===== config.mk =====
export PLATFORM = sky130hd
export DESIGN_NAME = three_timer_counter_unit
export DESIGN_NICKNAME = d
export VERILOG_FILES = /design/src/pkg/tcu_pkg.sv /design/src/hdl/three_timer_counter_unit.sv
export SDC_FILE = /design/constraint.sdc
export NUM_CORES = 1
export LEC_CHECK = 0
export ABC_AREA = 1
export BUFFER_PORTS_ARGS = -buffer_cell sky130_fd_sc_hd__buf_2
export CELL_PAD_IN_SITES_DETAIL_PLACEMENT = 1
export CELL_PAD_IN_SITES_GLOBAL_PLACEMENT = 2
export CORE_AREA = 5 5 168 170
export DETAILED_ROUTE_END_ITERATION = 6
export DIE_AREA = 0 0 173 175
export GPL_ROUTABILITY_DRIVEN = 0
export GPL_TIMING_DRIVEN = 1
export HOLD_SLACK_MARGIN = 0.06
export PLACE_DENSITY = 0.73
export SETUP_SLACK_MARGIN = 0.3
export SYNTH_ARGS = -nofsm -noshare
export SYNTH_HDL_FRONTEND = slang
export SYNTH_SLANG_ARGS = --single-unit

===== constraint.sdc =====
create_clock -name I_CLK_SYS -period 2.85 [get_ports I_CLK_SYS]
set_input_delay 0.57 -clock I_CLK_SYS [delete_from_list [all_inputs] [get_ports I_CLK_SYS]]
set_output_delay 0.57 -clock I_CLK_SYS [all_outputs]
set_load 0.05 [all_outputs]

===== src/pkg/tcu_pkg.sv =====
/*
 Constants for the three-counter timer unit: register offsets, field positions,
 reset values and timing counts. Assumes one 100 MHz clock feeds the whole unit.
*/
// Functional notes
// - Overflow flags of counters 1 and 0 set on rollover, cleared on vector.
// - Run bits 6 and 4 turn counters 1 and 0 on or off.
// - External flags set on detected interrupt; edge mode clears on processing.
// - Type bit zero selects low level, one selects falling edge.
// - Gating set lets counter run only while its interrupt pin is high.
// - Source select zero counts divided clock, one counts pin falling edges.
// - Mode field: 13-bit, 16-bit, 8-bit reload; counter 1 mode 3 halts.
// - Counter 0 mode 3 splits into two 8-bit timers, high uses counter 1 bits.
// - Auto-reload mode reloads low byte from high byte on overflow.
// - Control, mode and count bytes of counters 0 and 1 reset to zero.
// - Counter 2 is 16-bit, counts clock/6 or pin while run bit set.
// - Down-count enable makes counter 2 up/down, direction from pin.
// - Counting up, overflow at FFFFh sets flag and loads reload value.
// - Counting down, match with reload sets flag and loads FFFFh.
// - External flag toggles on each over/underflow without interrupt; code toggles it only with down-count enable set and clock-out off.
// - Clock-out mode reloads on overflow, gives 50% clock, no interrupt.
// - Clock-out rate is clock over 4 times (65536 minus reload), on pin.
// - Timer operation increments once per six clocks.
// - Counter operation samples pin per peripheral cycle, counts high-then-low.
// - 13-bit mode uses low five bits as divide-by-32 prescaler.
package tcu_pkg;
    localparam logic [7:0] ADDR_CONTROL  = 8'h88;
    localparam logic [7:0] ADDR_MODE     = 8'h89;
    localparam logic [7:0] ADDR_C0_LOW   = 8'h8A;
    localparam logic [7:0] ADDR_C1_LOW   = 8'h8B;
    localparam logic [7:0] ADDR_C0_HIGH  = 8'h8C;
    localparam logic [7:0] ADDR_C1_HIGH  = 8'h8D;
    localparam logic [7:0] ADDR_C2_CTRL  = 8'hC8;
    localparam logic [7:0] ADDR_C2_MODE  = 8'hC9;
    localparam logic [7:0] ADDR_C2_RLOW  = 8'hCA;
    localparam logic [7:0] ADDR_C2_RHIGH = 8'hCB;
    localparam logic [7:0] ADDR_C2_LOW   = 8'hCC;
    localparam logic [7:0] ADDR_C2_HIGH  = 8'hCD;
    // Control register fields.
    localparam int BIT_OVF_C1 = 7;
    localparam int BIT_RUN_C1 = 6;
    localparam int BIT_OVF_C0 = 5;
    localparam int BIT_RUN_C0 = 4;
    localparam int BIT_EXT1   = 3;
    localparam int BIT_TYPE1  = 2;
    localparam int BIT_EXT0   = 1;
    localparam int BIT_TYPE0  = 0;
    // Mode register fields, counter 1 in the upper nibble.
    localparam int BIT_GATE_C1 = 7;
    localparam int BIT_SRC_C1  = 6;
    localparam int BIT_MODE_C1 = 4;
    localparam int BIT_GATE_C0 = 3;
    localparam int BIT_SRC_C0  = 2;
    localparam int BIT_MODE_C0 = 0;
    localparam logic [1:0] MODE_13BIT  = 2'h0;
    localparam logic [1:0] MODE_16BIT  = 2'h1;
    localparam logic [1:0] MODE_RELOAD = 2'h2;
    localparam logic [1:0] MODE_SPLIT  = 2'h3;
    // Counter 2 control and mode fields.
    localparam int BIT_OVF_C2  = 7;
    localparam int BIT_EXTF_C2 = 6;
    localparam int BIT_RUN_C2  = 2;
    localparam int BIT_SRC_C2  = 1;
    localparam int BIT_CKO_EN  = 1;
    localparam int BIT_DOWN_COUNT_ENABLE    = 0;
    localparam logic [7:0]  RESET_BYTE = 8'h00;
    localparam logic [15:0] COUNT_MAX  = 16'hFFFF;
    localparam logic [4:0]  PRESC_MAX  = 5'h1F;
    // Timing: one peripheral cycle is six clock periods.
    localparam int CLK_PERIOD_NS   = 10;
    localparam int PER_CYCLE_NS    = 60;
    localparam int PER_CYCLE_CLKS  = (PER_CYCLE_NS + CLK_PERIOD_NS - 1) / CLK_PERIOD_NS;
    localparam int CKO_DIV_CLKS    = 2;
endpackage


===== src/hdl/three_timer_counter_unit.sv =====
/*
 Three counter timer unit with its register file on a plain strobe port.
 Assumes pins are asynchronous to I_CLK_SYS and that the interrupt
 controller pulses the acknowledge inputs when it vectors.
*/
`timescale 1ns/1ps
module three_timer_counter_unit (
    // Clock, reset, enable
    input  wire logic       I_CLK_SYS,
    input  wire logic       I_RESET,
    input  wire logic       i_CE,
    // Register port
    input  wire logic [7:0] i_ADDR,
    input  wire logic [7:0] i_WDATA,
    input  wire logic       i_WR,
    input  wire logic       i_RD,
    output logic      [7:0] o_RDATA,
    // Interrupt vector acknowledges
    input  wire logic       i_ACK_C0,
    input  wire logic       i_ACK_C1,
    input  wire logic       i_ACK_EXT0,
    input  wire logic       i_ACK_EXT1,
    // Pins
    input  wire logic       i_COUNTER0_EXT_PIN,
    input  wire logic       i_COUNTER1_EXT_PIN,
    input  wire logic       i_EXT_IRQ_PIN_0,
    input  wire logic       i_EXT_IRQ_PIN_1,
    input  wire logic       i_COUNTER2_EXT_PIN,
    input  wire logic       i_DIRECTION_INPUT_PIN,
    output logic            o_COUNTER2_EXT_PIN,
    output logic            o_COUNTER2_EXT_PIN_OE_N,
    // Flags toward the interrupt controller
    output logic            o_OVF_FLAG_C0,
    output logic            o_OVF_FLAG_C1,
    output logic            o_EXT_IRQ_FLAG_0,
    output logic            o_EXT_IRQ_FLAG_1,
    output logic            o_OVF_FLAG_C2
);
    import tcu_pkg::*;

    logic [7:0]  timer_control_q, timer_mode_q;
    logic [7:0]  c0_low_q, c0_high_q, c1_low_q, c1_high_q;
    logic [7:0]  c2_ctrl_q, c2_mode_q;
    logic [15:0] c2_count_q, c2_reload_q;
    logic [5:0]  s1_q, s2_q, s3_q;
    logic [2:0]  per_cnt_q;
    logic        per_tick;
    logic        cko_q;
    logic        cko_div_q;

    // Pin synchronisers: bit order t0, t1, ext_irq_pin_0, ext_irq_pin_1, t2, dir.
    logic [5:0] pins;
    assign pins = {i_DIRECTION_INPUT_PIN, i_COUNTER2_EXT_PIN, i_EXT_IRQ_PIN_1,
                   i_EXT_IRQ_PIN_0, i_COUNTER1_EXT_PIN, i_COUNTER0_EXT_PIN};
    always_ff @(posedge I_CLK_SYS) begin
        if (I_RESET) begin
            s1_q <= 6'h3F;
            s2_q <= 6'h3F;
            s3_q <= 6'h3F;
        end else if (i_CE) begin
            s1_q <= pins;
            s2_q <= s1_q;
            if (per_tick) begin
                s3_q <= s2_q;
            end
        end
    end

    // Peripheral cycle divider.
    always_ff @(posedge I_CLK_SYS) begin
        if (I_RESET) begin
            per_cnt_q <= 3'h0;
        end else if (i_CE) begin
            per_cnt_q <= per_tick ? 3'h0 : per_cnt_q + 3'h1;
        end
    end
    assign per_tick = (per_cnt_q == 3'(PER_CYCLE_CLKS - 1));

    // Falling edge of a sampled pin, seen once per peripheral cycle.
    logic [5:0] fall;
    assign fall = {6{per_tick}} & s3_q & ~s2_q;

    logic [1:0] mode_c0, mode_c1;
    logic       run_c0, run_c1, inc_c0, inc_c1, inc_h0;
    assign mode_c0 = timer_mode_q[BIT_MODE_C0 +: 2];
    assign mode_c1 = timer_mode_q[BIT_MODE_C1 +: 2];
    assign run_c0 = timer_control_q[BIT_RUN_C0] &
                    (~timer_mode_q[BIT_GATE_C0] | s2_q[2]);
    assign run_c1 = timer_control_q[BIT_RUN_C1] &
                    (~timer_mode_q[BIT_GATE_C1] | s2_q[3]);
    assign inc_c0 = run_c0 & (timer_mode_q[BIT_SRC_C0] ? fall[0] : per_tick);
    assign inc_c1 = run_c1 & (timer_mode_q[BIT_SRC_C1] ? fall[1] : per_tick) &
                    (mode_c1 != MODE_SPLIT);
    // Split high byte is locked to timer source and counter 1 run bit.
    assign inc_h0 = (mode_c0 == MODE_SPLIT) & timer_control_q[BIT_RUN_C1] & per_tick;

    // Register write decode.
    logic wr_ctl, wr_mod, wr_l0, wr_h0, wr_l1, wr_h1;
    logic wr_c2c, wr_c2m, wr_rl, wr_rh, wr_l2, wr_h2;
    assign wr_ctl = i_CE & i_WR & (i_ADDR == ADDR_CONTROL);
    assign wr_mod = i_CE & i_WR & (i_ADDR == ADDR_MODE);
    assign wr_l0  = i_CE & i_WR & (i_ADDR == ADDR_C0_LOW);
    assign wr_h0  = i_CE & i_WR & (i_ADDR == ADDR_C0_HIGH);
    assign wr_l1  = i_CE & i_WR & (i_ADDR == ADDR_C1_LOW);
    assign wr_h1  = i_CE & i_WR & (i_ADDR == ADDR_C1_HIGH);
    assign wr_c2c = i_CE & i_WR & (i_ADDR == ADDR_C2_CTRL);
    assign wr_c2m = i_CE & i_WR & (i_ADDR == ADDR_C2_MODE);
    assign wr_rl  = i_CE & i_WR & (i_ADDR == ADDR_C2_RLOW);
    assign wr_rh  = i_CE & i_WR & (i_ADDR == ADDR_C2_RHIGH);
    assign wr_l2  = i_CE & i_WR & (i_ADDR == ADDR_C2_LOW);
    assign wr_h2  = i_CE & i_WR & (i_ADDR == ADDR_C2_HIGH);

    // Counters 0 and 1 share one datapath built by a generate loop.
    logic [7:0] low_q  [2];
    logic [7:0] high_q [2];
    logic [1:0] ovf;
    logic       h0_ovf;
    genvar g;
    generate
        for (g = 0; g < 2; g++) begin : g_ctr
            logic [1:0] m;
            logic       inc, wl, wh;
            logic [7:0] low_d, high_d;
            logic       ov;
            assign m   = (g == 0) ? mode_c0 : mode_c1;
            assign inc = (g == 0) ? inc_c0 : inc_c1;
            assign wl  = (g == 0) ? wr_l0 : wr_l1;
            assign wh  = (g == 0) ? wr_h0 : wr_h1;
            always_comb begin
                low_d  = low_q[g];
                high_d = high_q[g];
                ov     = 1'b0;
                if (inc) begin
                    case (m)
                        MODE_13BIT: begin
                            low_d[4:0] = low_q[g][4:0] + 5'h1;
                            if (low_q[g][4:0] == PRESC_MAX) begin
                                high_d = high_q[g] + 8'h1;
                                ov     = (high_q[g] == 8'hFF);
                            end
                        end
                        MODE_16BIT: begin
                            low_d = low_q[g] + 8'h1;
                            if (low_q[g] == 8'hFF) begin
                                high_d = high_q[g] + 8'h1;
                                ov     = (high_q[g] == 8'hFF);
                            end
                        end
                        MODE_RELOAD: begin
                            low_d = (low_q[g] == 8'hFF) ? high_q[g] : low_q[g] + 8'h1;
                            ov    = (low_q[g] == 8'hFF);
                        end
                        default: begin
                            // Split mode low byte; counter 1 never gets here.
                            low_d = low_q[g] + 8'h1;
                            ov    = (low_q[g] == 8'hFF);
                        end
                    endcase
                end
                if (g == 0 && inc_h0) begin
                    high_d = high_q[g] + 8'h1;
                end
            end
            assign ovf[g] = ov;
            always_ff @(posedge I_CLK_SYS) begin
                if (I_RESET) begin
                    low_q[g]  <= RESET_BYTE;
                    high_q[g] <= RESET_BYTE;
                end else if (i_CE) begin
                    low_q[g]  <= wl ? i_WDATA : low_d;
                    high_q[g] <= wh ? i_WDATA : high_d;
                end
            end
        end
    endgenerate
    assign h0_ovf = inc_h0 & (high_q[0] == 8'hFF);
    assign c0_low_q  = low_q[0];
    assign c0_high_q = high_q[0];
    assign c1_low_q  = low_q[1];
    assign c1_high_q = high_q[1];

    // External interrupt detection: falling edge or low level on the pin.
    logic [1:0] ext_set;
    assign ext_set[0] = timer_control_q[BIT_TYPE0] ? fall[2] : ~s2_q[2];
    assign ext_set[1] = timer_control_q[BIT_TYPE1] ? fall[3] : ~s2_q[3];

    // Control register; a hardware set outranks software and acknowledges.
    always_ff @(posedge I_CLK_SYS) begin
        if (I_RESET) begin
            timer_control_q <= RESET_BYTE;
        end else if (i_CE) begin
            if (wr_ctl) begin
                timer_control_q <= i_WDATA;
            end
            if (i_ACK_C1) timer_control_q[BIT_OVF_C1] <= 1'b0;
            if (i_ACK_C0) timer_control_q[BIT_OVF_C0] <= 1'b0;
            if (i_ACK_EXT1 & timer_control_q[BIT_TYPE1]) timer_control_q[BIT_EXT1] <= 1'b0;
            if (i_ACK_EXT0 & timer_control_q[BIT_TYPE0]) timer_control_q[BIT_EXT0] <= 1'b0;
            if (ovf[1] | h0_ovf) timer_control_q[BIT_OVF_C1] <= 1'b1;
            if (ovf[0]) timer_control_q[BIT_OVF_C0] <= 1'b1;
            if (ext_set[1]) timer_control_q[BIT_EXT1] <= 1'b1;
            if (ext_set[0]) timer_control_q[BIT_EXT0] <= 1'b1;
        end
    end

    always_ff @(posedge I_CLK_SYS) begin
        if (I_RESET) begin
            timer_mode_q <= RESET_BYTE;
        end else if (wr_mod) begin
            timer_mode_q <= i_WDATA;
        end
    end

    // Counter 2.
    logic c2_run, c2_cko, c2_inc, c2_up, c2_wrap;
    logic [15:0] c2_next;
    assign c2_run = c2_ctrl_q[BIT_RUN_C2];
    assign c2_cko = c2_mode_q[BIT_CKO_EN] & ~c2_ctrl_q[BIT_SRC_C2];
    // Clock-out counts at clock/2 so each half period is 2 times (65536 minus reload) clocks.
    assign c2_inc = c2_run & (c2_cko ? cko_div_q :
                    (c2_ctrl_q[BIT_SRC_C2] ? fall[4] : per_tick));
    assign c2_up  = ~c2_mode_q[BIT_DOWN_COUNT_ENABLE] | c2_cko | s2_q[5];
    always_comb begin
        c2_next = c2_count_q + 16'h1;
        c2_wrap = 1'b0;
        if (c2_up) begin
            if (c2_count_q == COUNT_MAX) begin
                c2_next = c2_reload_q;
                c2_wrap = 1'b1;
            end
        end else if (c2_count_q == c2_reload_q) begin
            c2_next = COUNT_MAX;
            c2_wrap = 1'b1;
        end else begin
            c2_next = c2_count_q - 16'h1;
        end
    end

    always_ff @(posedge I_CLK_SYS) begin
        if (I_RESET) begin
            cko_div_q <= 1'b0;
        end else if (i_CE) begin
            cko_div_q <= c2_cko & c2_run & ~cko_div_q;
        end
    end

    always_ff @(posedge I_CLK_SYS) begin
        if (I_RESET) begin
            c2_count_q  <= 16'h0000;
            c2_reload_q <= 16'h0000;
            c2_ctrl_q   <= RESET_BYTE;
            c2_mode_q   <= RESET_BYTE;
            cko_q       <= 1'b0;
        end else if (i_CE) begin
            if (wr_c2m) c2_mode_q <= i_WDATA & 8'h03;
            if (wr_rl) c2_reload_q[7:0]  <= i_WDATA;
            if (wr_rh) c2_reload_q[15:8] <= i_WDATA;
            if (c2_inc) c2_count_q <= c2_next;
            if (wr_l2) c2_count_q[7:0]  <= i_WDATA;
            if (wr_h2) c2_count_q[15:8] <= i_WDATA;
            if (wr_c2c) c2_ctrl_q <= i_WDATA;
            if (c2_inc & c2_wrap) begin
                if (c2_cko) begin
                    cko_q <= ~cko_q;
                end else begin
                    c2_ctrl_q[BIT_OVF_C2] <= 1'b1;
                    if (c2_mode_q[BIT_DOWN_COUNT_ENABLE]) begin
                        c2_ctrl_q[BIT_EXTF_C2] <= ~c2_ctrl_q[BIT_EXTF_C2];
                    end
                end
            end
        end
    end

    // Read port and registered outputs.
    always_ff @(posedge I_CLK_SYS) begin
        if (I_RESET) begin
            o_RDATA <= 8'h00;
        end else if (i_CE) begin
            if (i_RD) begin
                case (i_ADDR)
                    ADDR_CONTROL:  o_RDATA <= timer_control_q;
                    ADDR_MODE:     o_RDATA <= timer_mode_q;
                    ADDR_C0_LOW:   o_RDATA <= c0_low_q;
                    ADDR_C0_HIGH:  o_RDATA <= c0_high_q;
                    ADDR_C1_LOW:   o_RDATA <= c1_low_q;
                    ADDR_C1_HIGH:  o_RDATA <= c1_high_q;
                    ADDR_C2_CTRL:  o_RDATA <= c2_ctrl_q;
                    ADDR_C2_MODE:  o_RDATA <= c2_mode_q;
                    ADDR_C2_RLOW:  o_RDATA <= c2_reload_q[7:0];
                    ADDR_C2_RHIGH: o_RDATA <= c2_reload_q[15:8];
                    ADDR_C2_LOW:   o_RDATA <= c2_count_q[7:0];
                    ADDR_C2_HIGH:  o_RDATA <= c2_count_q[15:8];
                    default:       o_RDATA <= 8'h00;
                endcase
            end else begin
                o_RDATA <= 8'h00;
            end
        end
    end

    always_ff @(posedge I_CLK_SYS) begin
        if (I_RESET) begin
            o_OVF_FLAG_C0           <= 1'b0;
            o_OVF_FLAG_C1           <= 1'b0;
            o_EXT_IRQ_FLAG_0        <= 1'b0;
            o_EXT_IRQ_FLAG_1        <= 1'b0;
            o_OVF_FLAG_C2           <= 1'b0;
            o_COUNTER2_EXT_PIN      <= 1'b0;
            o_COUNTER2_EXT_PIN_OE_N <= 1'b1;
        end else if (i_CE) begin
            o_OVF_FLAG_C0           <= timer_control_q[BIT_OVF_C0];
            o_OVF_FLAG_C1           <= timer_control_q[BIT_OVF_C1];
            o_EXT_IRQ_FLAG_0        <= timer_control_q[BIT_EXT0];
            o_EXT_IRQ_FLAG_1        <= timer_control_q[BIT_EXT1];
            o_OVF_FLAG_C2           <= c2_ctrl_q[BIT_OVF_C2];
            o_COUNTER2_EXT_PIN      <= cko_q;
            o_COUNTER2_EXT_PIN_OE_N <= ~c2_cko;
        end
    end
endmodule


# --- After elaboration in Yosys (flattened, before gate mapping) ---
# Memory sizes are Yosys's and may differ from the RTL's.
# Index checks and enable logic that the tools add are counted.
classes:
  reduce_logical: 21
  eq_ne: 27
  multipliers: 0
  bitwise: 50
  muxes: 69
  n_shift: 0
  n_lt_le_gt_ge: 0
  add_sub_neg: 9
  n_div: 0
ops:
  columns: ["operator", "n"]
  rows:
  - ["$mux 8", 24]
  - ["$eq 8x8->1 const B", 16]
  - ["$pmux 8 s12", 1]
  - ["$mux 16", 4]
  - ["$add 8x1->8 const B", 4]
  - ["$pmux 8 s2", 2]
  - ["$mux 1", 29]
  - ["$and 1x1->1", 28]
  - ["$reduce_and 2->1", 12]
  - ["$pmux 5 s2", 2]
  - ["$add 16x1->16 const B", 1]
  - ["$eq 16x16->1", 1]
  - ["$eq 16x16->1 const B", 1]
  - ["$sub 16x1->16 const B", 1]
  - ["$pmux 3 s2", 2]
  - ["$reduce_bool 3->1", 4]
  - ["$add 5x1->5 const B", 2]
  - ["$and 5x5->5", 2]
  - ["$eq 5x5->1 const B", 2]
  - ["$not 1->1", 10]
  - ["$or 1x1->1", 9]
  - ["$eq 2x2->1 const B", 3]
  - ["$not 5->5", 1]
  - ["$eq 2x1->1 const B", 2]
  - ["9 further kinds", 13]
word_totals:
  reg_bits: 95
  word_cells: 205
  latch_bits: 0
  memories: 2
  mem_bits_ro: 0
  mem_bits_rw: 32
  in_bits: 31
  out_inout_bits: 15
memory_table:
  columns: ["name", "words", "word_bits", "read_ports", "rd_ports_with_merged_regs", "write_ports", "line_no", "text"]
  rows:
  - ["high_q", 2, 8, 2, 0, 2, "three_timer_counter_unit.sv:115", "logic [7:0] high_q [2];"]
  - ["low_q", 2, 8, 2, 0, 2, "three_timer_counter_unit.sv:114", "logic [7:0] low_q [2];"]

# --- Depth between registers and ports, before layout ---
# Gate-level depths: netlist of run 1.
logic_depth:
  ltp_word: 10
  depth_mapped: 13
  depth_no_buf: 12

# --- Worst setup path after synthesis of run 1 ---
# No wires, ideal clock.
synth_path:
  kind: "input-to-reg"
  from: "in i_ADDR[2]"
  to: "mem high_q[0][0], enable pin"
  setup_slack_ps: 420
  path_buffers: 0
  stages: 6
  t_required_ps: 2472
  setup_time_ps: 378
  arrival_time_ps: 2052
  cell_sequence: "nand2_1 nor3_2 nand2_1 nor2_4 inv_2 a41oi_1"
synth_lines:
  columns: ["element", "line_no", "text"]
  rows:
  - ["start: declaration", "three_timer_counter_unit.sv:13", "input wire logic [7:0] i_ADDR,"]
  - ["end: declaration", "three_timer_counter_unit.sv:115", null]

# --- Final worst setup path of run 1 ---
layout_path:
  from: "reg c2_count_q[0]"
  to: "reg c2_count_q[4]"
layout_between:
  elab_chain_cells: 5
  elab_cells_between_ends: 9
  classes_between: "add/sub (2); eq/ne (2); mux (5)"
layout_rtl:
  columns: ["element", "line_no", "text"]
  rows:
  - ["start: declaration", "three_timer_counter_unit.sv:44", "logic [15:0] c2_count_q, c2_reload_q;"]
  - ["start signal: assignment", "three_timer_counter_unit.sv:258", "if (c2_inc) c2_count_q <= c2_next;"]
  - ["start signal: assignment", "three_timer_counter_unit.sv:259", "if (wr_l2) c2_count_q[7:0] <= i_WDATA;"]
  - ["$sub 16x1->16, or another cell as far along", "three_timer_counter_unit.sv:235", "c2_next = c2_count_q - 16'h1;"]
  - ["$mux 16 (on tied branches)", "three_timer_counter_unit.sv:231, three_timer_counter_unit.sv:227", null]
  - ["$mux 16 (*)", "three_timer_counter_unit.sv:226", "if (c2_up) begin"]
  - ["$mux 16 (*)", "three_timer_counter_unit.sv:258", null]
  - ["$mux 8 (*)", "three_timer_counter_unit.sv:259", null]
# Every way passes the cells marked *; elsewhere a longest branch is shown, timed or not. The select of a mux whose other input is x is not followed.
# A chain may end at the register's enable or synchronous reset.

==> metrics.txt, run 1 <==
status=finished clean; final hold viol count=0; Initial Util=29.33%; CTS tree=built; Residual DRC=0; GRT Overall Usage=20.94%; number of flops mapped to enable cells by yosys=32; FILL cells=3406; WL/cell=20.58 um; syn_area_per_cell=6.843 um2; non-filler instance count after layout=1555; Die Y=175 um; peak fanout along the critical path=15; ant diodes=0; final instance area=9153 um2; DRT iter0 DRCs=576; peak per-stage delay on the critical path=0.46 ns; # IOs=46; Worst-Skew Late Latency=0.44 ns; Rows=60; worst slew margin relative to its limit=56.24%; Crit Path Class=flip-flop to flip-flop; H-Tree Depth=4; Final Cycle Share=80.99%; worst slack at placement=0.3284 ns; Cells after Synth=1139; Max Transition Viols Final=0; post-cts resize count=0; clock buffer depth=2; FFs w/ async S/R, synth=0%; CP endpoint kind=flip-flop; fin crit period=2.308 ns; Hold Buf Count CTS=0; setup TNS=0 ns; largest net degree at the start of global routing=27; Vias=8139; Final ANT Viol Nets=0; Worst Hold Depth=3; Root Buffer=clkbuf_16; cells along the critical path=ha_1 -> nand2_1 -> nor2_2 -> nand4_2 -> o21ai_1 -> o211ai_1 -> a21oi_1; main area contributors after synthesis=dfxtp_1 (24%), edfxtp_1 (12%), nand2_1 (12%); Worst EP required=3.22 ns; sequential fraction of the synthesis area=36.73%; syn_nets=1178; initial antenna violation count=0; Reg clk slew, reported paths=0.07 ns; Num CTS Buffers=17; Reg2Reg Depth=7; final wirelength=32010 um; DR pass1 iterations=4; DPL Wire Length=24420 um; count of cell types in the netlist=46; Commonest cells post-synth=nand2_1 (242), inv_1 (134), o21ai_0 (108), a21oi_1 (99), nor2_1 (99); NumNets Final=1240; Total Power=4.590 mW; area leader, netlist=dfxtp_1; endpoints failing setup=0; Seq cells post-synth=127; final worst setup slack=0.5419 ns; Power Density=501.5 nW/um2; RSZ-0062 raised after global routing=no; GRT overflow=0; final core utilization=34.44%; count leader, synth=nand2_1; Area growth syn-to-layout=17.43%; dpl cells=1523; top-area cell type share of the netlist area=24.40%; slowest CP cell=nand4_2; first-pass GRT wire length=49050 um; vias per cell=5.234; cell area after synthesis=7794 um2; core box area=26580 um2; Max Cap Viol=0; main flop type after synthesis=dfxtp_1; fmax=433.3 MHz; Hold Slack=0.3678 ns; maximum VDD drop=0.0003777 V; cell leakage power=3.743 nW; CP Launch Type=flip-flop; clock skew=0.01451 ns; CP arrival=2.68 ns; Post-CTS Setup Bufs=0; Port-buffer cells=45; layout cells sized above 1=12.52%; die width=173 um; Die ar.=30280 um2; Yosys Warn Count=0; Cell Area, Placed=8542 um2; number of global-route vias before repair=8257; Worst-Margin Slew=0.6540 ns; CTS sink count=127; Hold/Removal Path Class=primary input to flip-flop
## final timing paths
check	from	end	slack, ns
hold / removal	i_COUNTER0_EXT_PIN	s1_q[0]$_SDFFE_PP1P_	0.37
hold reg to reg	o_COUNTER2_EXT_PIN$_SDFFE_PP0P_	o_COUNTER2_EXT_PIN$_SDFFE_PP0P_	0.45
setup reg to reg	c2_count_q[0]$_SDFFE_PP0P_	c2_count_q[4]$_SDFFE_PP0P_	0.54
setup / recovery	c2_count_q[0]$_SDFFE_PP0P_	c2_count_q[4]$_SDFFE_PP0P_	0.54
## cell usage in the layout (no fill, tap or decap), drive strengths merged, types with 24 or more instances in the layout
cell    count
a21oi     100
buf        85
dfxtp      95
edfxtp     32
inv       153
nand2     245
nand3      94
nor2      111
nor3       24
o21ai     114
o22ai      39
## cell families after synthesis
logic type | synth area share [%]
and+or+nand+nor | 27.87
buffers and inverters | 9.600
xor gates and xnor gates | 3.147
AOI/OAI and AO/OA | 21.37
DFF | 36.73
adders and majority gates | 1.284
## power by group
part | internal (mW) | switching [mW] | total, mW
Clock | 1.30 | 1.03 | 2.34
Combinational | 0.0930 | 0.218 | 0.311
Sequential | 1.90 | 0.0425 | 1.94
## state kept, by name, summed over array words and instances, names as in the netlist, 5 cells and up
register	cells
s2_q	6
c2_ctrl_q	8
timer_control_q	8
timer_mode_q	8
o_RDATA	8
s3_q	5
low_q	16
c2_reload_q	16
c2_count_q	16
high_q	16
s1_q	6
## metal layers
metal	GRT usage [%]	wire length (um)	vias up
met4	7.150	903	0
li1	-	-	3976
met5	0	0	-
met1	26.66	14580	3969
met3	3.245	985	51
met2	36.26	15540	143
## layout make-up
type	count	area, um2	share of cell area [%]
Sequential cell	127	2863	31.28
Tap cell	341	426.7	4.662
Multi-Input combinational cell	827	4190	45.78
Inverter	143	536.8	5.865
Clock buffer	18	450.4	4.921
Timing Repair Buffer	85	525.5	5.742
Clock inverter	14	160.2	1.750
## worst max-delay path, delay by kind of cell (launching register included)
family,cells,cell delay (ns)
AOI/OAI and AO/OA,3,0.72
DFF,1,0.44
and+or+nand+nor,3,0.83
adders and majority gates,1,0.24
Note: power is estimated with default switching activity, not from simulation.
==> run 2: changes to the inputs <==
--- a/config.mk
+++ b/config.mk
@@ -5,7 +5,7 @@
 export SDC_FILE = /design/constraint.sdc
 export NUM_CORES = 1
 export LEC_CHECK = 0
-export ABC_AREA = 1
+export ABC_AREA = 0
 export BUFFER_PORTS_ARGS = -buffer_cell sky130_fd_sc_hd__buf_2
 export CELL_PAD_IN_SITES_DETAIL_PLACEMENT = 1
 export CELL_PAD_IN_SITES_GLOBAL_PLACEMENT = 2
@@ -15,7 +15,7 @@
 export GPL_ROUTABILITY_DRIVEN = 0
 export GPL_TIMING_DRIVEN = 1
 export HOLD_SLACK_MARGIN = 0.06
-export PLACE_DENSITY = 0.73
+export PLACE_DENSITY = 0.69
 export SETUP_SLACK_MARGIN = 0.3
 export SYNTH_ARGS = -nofsm -noshare
 export SYNTH_HDL_FRONTEND = slang
==> constraint.sdc (replaced) <==
create_clock -name I_CLK_SYS -period 2.18 [get_ports I_CLK_SYS]
set_input_delay 0.436 -clock I_CLK_SYS [delete_from_list [all_inputs] [get_ports I_CLK_SYS]]
set_output_delay 0.436 -clock I_CLK_SYS [all_outputs]
set_load 0.05 [all_outputs]
==> metrics.txt, run 2 <==
Commonest cells post-synth=nand2_1 (137), dfxtp_1 (95), nor2_1 (80), a21oi_1 (66), nand3_1 (55) (was nand2_1 (242), inv_1 (134), o21ai_0 (108), a21oi_1 (99), nor2_1 (99)); CP Launch Type=flip-flop (unchanged); Die Y=175 um (unchanged); Worst-Skew Late Latency=0.44 ns (about the same); syn_area_per_cell=8.292 um2 (was 6.843 um2); Initial Util=29.61% (was 29.33%); switching power total=1.676 mW (was 1.293 mW); Max Transition Viols Final=0 (unchanged); first-pass GRT wire length=51600 um (was 49050 um); count leader, synth=nand2_1 (unchanged); status=finished clean (unchanged); cell area after synthesis=7869 um2 (was 7794 um2); endpoints failing setup=0 (unchanged); sequential fraction of the synthesis area=36.38% (was 36.73%); GRT Overall Usage=22.19% (was 20.94%); Die ar.=30280 um2 (unchanged); core box area=26580 um2 (unchanged); top-area cell type share of the netlist area=24.17% (was 24.40%); main area contributors after synthesis=dfxtp_1 (24%), edfxtp_1 (12%), nand2_1 (6.5%) (was dfxtp_1 (24%), edfxtp_1 (12%), nand2_1 (12%)); Final Cycle Share=98.27% (was 80.99%); Num CTS Buffers=17 (unchanged); non-filler instance count after layout=1487 (was 1555); Power Density=561.2 nW/um2 (was 501.5 nW/um2); FILL cells=3114 (was 3406); clock buffer depth=2 (unchanged); number of flops mapped to enable cells by yosys=32 (unchanged); syn_nets=988 (was 1178); commonest non-fill, non-tap cell in the layout=buf_4 (was nand2_1); CP arrival=2.52 ns (was 2.68 ns); peak fanout along the critical path=4 (was 15); Hold/Removal Path Class=primary input to flip-flop (unchanged); Sequential Power Share=40.5% (was 42.3%); Residual DRC=0 (unchanged); Compound-Gate Fraction of Synth Area=20.35% (was 21.37%); clock share of power=49.5% (was 50.9%); dpl cells=1416 (was 1523); DR pass1 iterations=7 (was 4); multi-input logic area=5239 um2 (was 4190 um2); Yosys Warn Count=0 (unchanged); Seq cells post-synth=127 (unchanged); GRT overflow=0 (unchanged); final wirelength=34430 um (was 32010 um); Area growth syn-to-layout=41.02% (was 17.43%); maximum VDD drop=0.0004552 V (was 0.0003777 V); DRT iter0 DRCs=664 (was 576); logic gate share of total power=9.9% (was 6.8%); WL/cell=23.15 um (was 20.58 um); Vias=8285 (was 8139); CTS sink count=127 (unchanged); CP endpoint kind=flip-flop (unchanged); Post-Synth Simple-Gate Area=22.90% (was 27.87%); most frequent cells in the layout=buf_4 (172), nand2_1 (129), dfxtp_1 (81) (was nand2_1 (242), inv_1 (134), o21ai_0 (108)); # IOs=46 (unchanged); main flop type after synthesis=dfxtp_1 (unchanged); number of global-route vias before repair=8238 (was 8257); XOR/XNOR share of the synthesized area=7.012% (was 3.147%); Final ANT Viol Nets=0 (unchanged); Port-buffer cells=45 (unchanged); fmax=466.8 MHz (was 433.3 MHz); Reg clk slew, reported paths=0.06 ns (was 0.07 ns); clock skew=0.01450 ns (was 0.01451 ns); combinational family with the most area after synthesis=simple AND/OR/NAND/NOR gates (unchanged); layout cells sized above 1=34.82% (was 12.52%); Worst-Margin Slew=0.8439 ns (was 0.6540 ns); final hold viol count=0 (unchanged); RSZ-0062 raised after global routing=yes (was no); worst slew margin relative to its limit=43.53% (was 56.24%); vias per cell=5.572 (was 5.234); FFs w/ async S/R, synth=0% (unchanged); NumNets Final=1172 (was 1240); cell leakage power=4.264 nW (was 3.743 nW); FF+latch area=2888 um2 (was 2863 um2); area leader, netlist=dfxtp_1 (unchanged); Worst EP required=2.55 ns (was 3.22 ns); Adder-Cell Fraction of Synth Area=1.272% (was 1.284%); Rows=60 (unchanged); ant diodes=0 (unchanged); CTS tree=built (unchanged); fin crit period=2.142 ns (was 2.308 ns); Root Buffer=clkbuf_16 (unchanged); Crit Path Class=flip-flop to flip-flop (unchanged); internal power=4.551 mW (was 3.297 mW); Cells after Synth=949 (was 1139); DPL Wire Length=25200 um (was 24420 um); initial antenna violation count=0 (unchanged); mux share of post-synthesis cell area=6.567% (was 0%); H-Tree Depth=4 (unchanged); largest net degree at the start of global routing=40 (was 27); Sw Share=26.92% (was 28.16%); Hold Slack=0.2120 ns (was 0.3678 ns); die width=173 um (unchanged); count of cell types in the netlist=79 (was 46); Max Cap Viol=0 (unchanged)
run 2: layer usage:
layer | vias up | GRT usage, % | share of wire (%)
li1 | 3859 | - | -
met1 | 4096 | 31.70 | 47
met2 | 277 | 34.47 | 44
met3 | 53 | 3.332 | 5.9
met4 | 0 | 7.150 | 2.5
met5 | - | 0 | 0
run 2: stage by stage:
stage               setup TNS, ns  setup slack [ns]  power (mW)  cell area (um2)  utilization (%)
floorplan                       0           0.01576       2.837             8189                -
CTS                             0           0.02773       6.248            10590            39.84
finish                          0           0.03779       6.227            11100            41.76
global placement           -3.820           -0.1574       3.134             9629            36.23
detailed placement         -4.804           -0.1748       3.141             9629            36.23
global route             -0.01999          -0.01999       6.425            11100            41.76
run 2: area by class of cell:
type	instances	share of cell area, %
clock buffers	19	4.285
multi-input cells	731	47.21
clock inverters	13	1.342
inverters	18	0.6878
well taps	341	3.845
flip-flops and latches	127	26.02
repair buffers	238	16.61
run 2: worst max-delay path: stages, from the launching register on:
cell and delay (ns):
dfxtp_2 0.32, or4_4 0.53, or4_4 0.45, or3_1 0.32
a31o_1 0.22, o22ai_2 0.13, a31o_1 0.11
run 2: kinds of logic after synthesis:
group | count (synthesis)
AND/OR/NAND/NOR | 374
flip-flops | 127
AO/OA/AOI/OAI | 240
buffers and inverters | 91
adder cells (fa/ha/maj) | 8
multiplexers | 46
XOR/XNOR | 63
run 2: power groups by stage:
stage | sequential (mW) | clock [mW] | combinational [mW]
final | 2.52 | 3.09 | 0.619
after global routing | 2.53 | 3.24 | 0.659
after CTS | 2.53 | 3.13 | 0.593
after detailed placement | 2.57 | 0 | 0.567
after global placement | 2.57 | 0 | 0.562
after floorplan | 2.56 | 0 | 0.275
run 2: worst paths after layout:
kind | end | from | cells past startpoint | slack (ns)
worst max-delay path | c2_count_q[13]$_SDFFE_PP0P_ | c2_count_q[8]$_SDFFE_PP0P_ | 6 | 0.04
worst min-delay path | s1_q[5]$_SDFFE_PP1P_ | i_DIRECTION_INPUT_PIN | 3 | 0.21
worst max register to register | c2_count_q[13]$_SDFFE_PP0P_ | c2_count_q[8]$_SDFFE_PP0P_ | 6 | 0.04
worst min register to register | o_RDATA[7]$_SDFFE_PP0P_ | o_RDATA[7]$_SDFFE_PP0P_ | 2 | 0.46
run 2: timing repair:
action                                  in CTS  in global routing
gates cloned                                 0                  1
buffers inserted                            12                 26
hold buffers                                 0                  0
endpoints found under the setup margin      55                 51
resized for setup                           53                 71
pin swaps                                   16                 31
==> run 3: changes to the inputs <==
==> constraint.sdc (replaced) <==
create_clock -name I_CLK_SYS -period 2.1 [get_ports I_CLK_SYS]
set_input_delay 0.42 -clock I_CLK_SYS [delete_from_list [all_inputs] [get_ports I_CLK_SYS]]
set_output_delay 0.42 -clock I_CLK_SYS [all_outputs]
set_load 0.05 [all_outputs]
==> metrics.txt, run 3 (synthesis results as in run 2) <==
fin crit period=2.113 ns (was 2.142 ns); DPL Wire Length=25500 um (was 25200 um); Port-buffer cells=45 (unchanged); dpl cells=1434 (was 1416); CP arrival=2.49 ns (was 2.52 ns); cell leakage power=4.392 nW (was 4.264 nW); WL/cell=23.47 um (was 23.15 um); Reg clk slew, reported paths=0.07 ns (was 0.06 ns); worst slew margin relative to its limit=46.42% (was 43.53%); FILL cells=3096 (was 3114); die width=173 um (unchanged); Max Cap Viol=0 (unchanged); NumNets Final=1194 (was 1172); peak fanout along the critical path=3 (was 4); CTS sink count=127 (unchanged); Worst-Margin Slew=0.8008 ns (was 0.8439 ns); Worst EP required=2.48 ns (was 2.55 ns); Final ANT Viol Nets=0 (unchanged); Crit Path Class=flip-flop to flip-flop (unchanged); GRT overflow=0 (unchanged); Root Buffer=clkbuf_16 (unchanged); CTS tree=built (unchanged); CP endpoint kind=flip-flop (unchanged); status=finished with violations (was finished clean); Vias=8458 (was 8285); Final Cycle Share=100.6% (was 98.27%); layout cells sized above 1=38.96% (was 34.82%); failing checks=design-rule violations, negative setup slack; most frequent cells in the layout=buf_4 (171), nand2_1 (126), dfxtp_1 (85) (was buf_4 (172), nand2_1 (129), dfxtp_1 (81)); DR pass1 iterations=7 (unchanged); Die ar.=30280 um2 (unchanged); GRT Overall Usage=22.40% (was 22.19%); RSZ-0062 raised after global routing=yes (unchanged); Hold Buf Count CTS=0 (unchanged); core box area=26580 um2 (unchanged); non-filler instance count after layout=1509 (was 1487); Die Y=175 um (unchanged); ant diodes=0 (unchanged); Power Density=540.8 nW/um2 (was 561.2 nW/um2); Area growth syn-to-layout=46.59% (was 41.02%); Residual DRC=6 (was 0); clock skew=0.01197 ns (was 0.01450 ns); endpoints failing setup=1 (was 0); Max Transition Viols Final=0 (unchanged); final worst setup slack=-0.01292 ns (was 0.03779 ns); Hold/Removal Path Class=primary input to flip-flop (unchanged); CP Launch Type=flip-flop (unchanged); Rows=60 (unchanged); final core utilization=43.40% (was 41.76%); setup TNS=-0.01292 ns (was 0 ns); initial antenna violation count=0 (unchanged); final hold viol count=0 (unchanged); commonest non-fill, non-tap cell in the layout=buf_4 (unchanged); Worst-Skew Late Latency=0.44 ns (about the same); first-pass GRT wire length=52180 um (was 51600 um); final wirelength=35420 um (was 34430 um); DRT iter0 DRCs=628 (was 664); # IOs=46 (unchanged); fmax=473.3 MHz (was 466.8 MHz); number of global-route vias before repair=8302 (was 8238); clock buffer depth=2 (unchanged); H-Tree Depth=4 (unchanged); Num CTS Buffers=17 (unchanged); vias per cell=5.605 (was 5.572); maximum VDD drop=0.0004850 V (was 0.0004552 V); Initial Util=29.61% (unchanged); largest net degree at the start of global routing=33 (was 40)
[run 3: cell count changes in the layout (fill, tap and decap cells not counted), moves of 5 or more]
| cell | previous run | this run |
|---|---|---|
| a211oi_2 | 7 | 14 |
| o21ai_0 | 22 | 11 |
| xor2_1 | 32 | 37 |
| buf_6 | 9 | 31 |
| o21ai_1 | 11 | 18 |
| a21oi_1 | 62 | 57 |
| a211oi_1 | 17 | 10 |
[run 3: area by class of cell]
class	instances	area, um2	share of cell area (%)
multi-input cells	731	5450	47.25
flip-flops and latches	127	2883	24.99
repair buffers	260	2138	18.54
well taps	341	426.7	3.699
clock buffers	17	425.4	3.688
clock inverters	15	136.4	1.182
inverters	18	75.07	0.6508
[run 3: path summary, 6_finish.rpt]
check	startpoint	endpoint	slack (ns)	cells after the start
worst min-delay path	i_EXT_IRQ_PIN_1	s1_q[3]$_SDFFE_PP1P_	0.20	3
worst max-delay path	c2_count_q[8]$_SDFFE_PP0P_	c2_count_q[13]$_SDFFE_PP0P_	-0.01	6
worst max register to register	c2_count_q[8]$_SDFFE_PP0P_	c2_count_q[13]$_SDFFE_PP0P_	-0.01	6
worst min register to register	o_RDATA[3]$_SDFFE_PP0P_	o_RDATA[3]$_SDFFE_PP0P_	0.46	2
[run 3: worst max-delay path: stages, from the launching register on]
cell	delay, ns
dfxtp_2	0.32
or4_4	0.53
or4_4	0.44
or3_1	0.32
a31o_1	0.19
o22ai_2	0.12
a31o_1	0.13
[run 3: stage by stage]
step	worst slack, ns	area (um2)	power [mW]	hold WS (ns)
after floorplan	-0.06398	8268	2.952	0.4320
after global placement	-0.2093	9812	3.261	0.4318
after detailed placement	-0.2454	9812	3.267	0.4480
after CTS	0.004011	10850	6.224	0.1889
after global routing	-0.09402	11530	6.424	0.2195
final	-0.01292	11530	6.238	0.1972
[run 3: report_power, final]
group / leakage (nW) / switching, mW / internal (mW) / total, mW
registers: 1.10 / 0.0557 / 2.56 / 2.62
clock network: 0.263 / 1.30 / 1.64 / 2.94
logic: 3.03 / 0.410 / 0.274 / 0.684
total: 4.39 / 1.76 / 4.47 / 6.24
[run 3: per-layer routing]
metal / vias up / global-route usage, % / wire [um]
met5: - / 0 / 0
met4: 0 / 6.984 / 1027
met3: 54 / 4.132 / 2105
met2: 288 / 35.49 / 16040
met1: 4222 / 31.03 / 16250
li1: 3894 / - / -
[run 3: repair_timing]
item                       in CTS  in global routing
setup endpoints to repair      69                 75
gates cloned                    0                  1
gates resized for setup        74                119
pin swaps                      36                 61
setup buffers                  22                 20
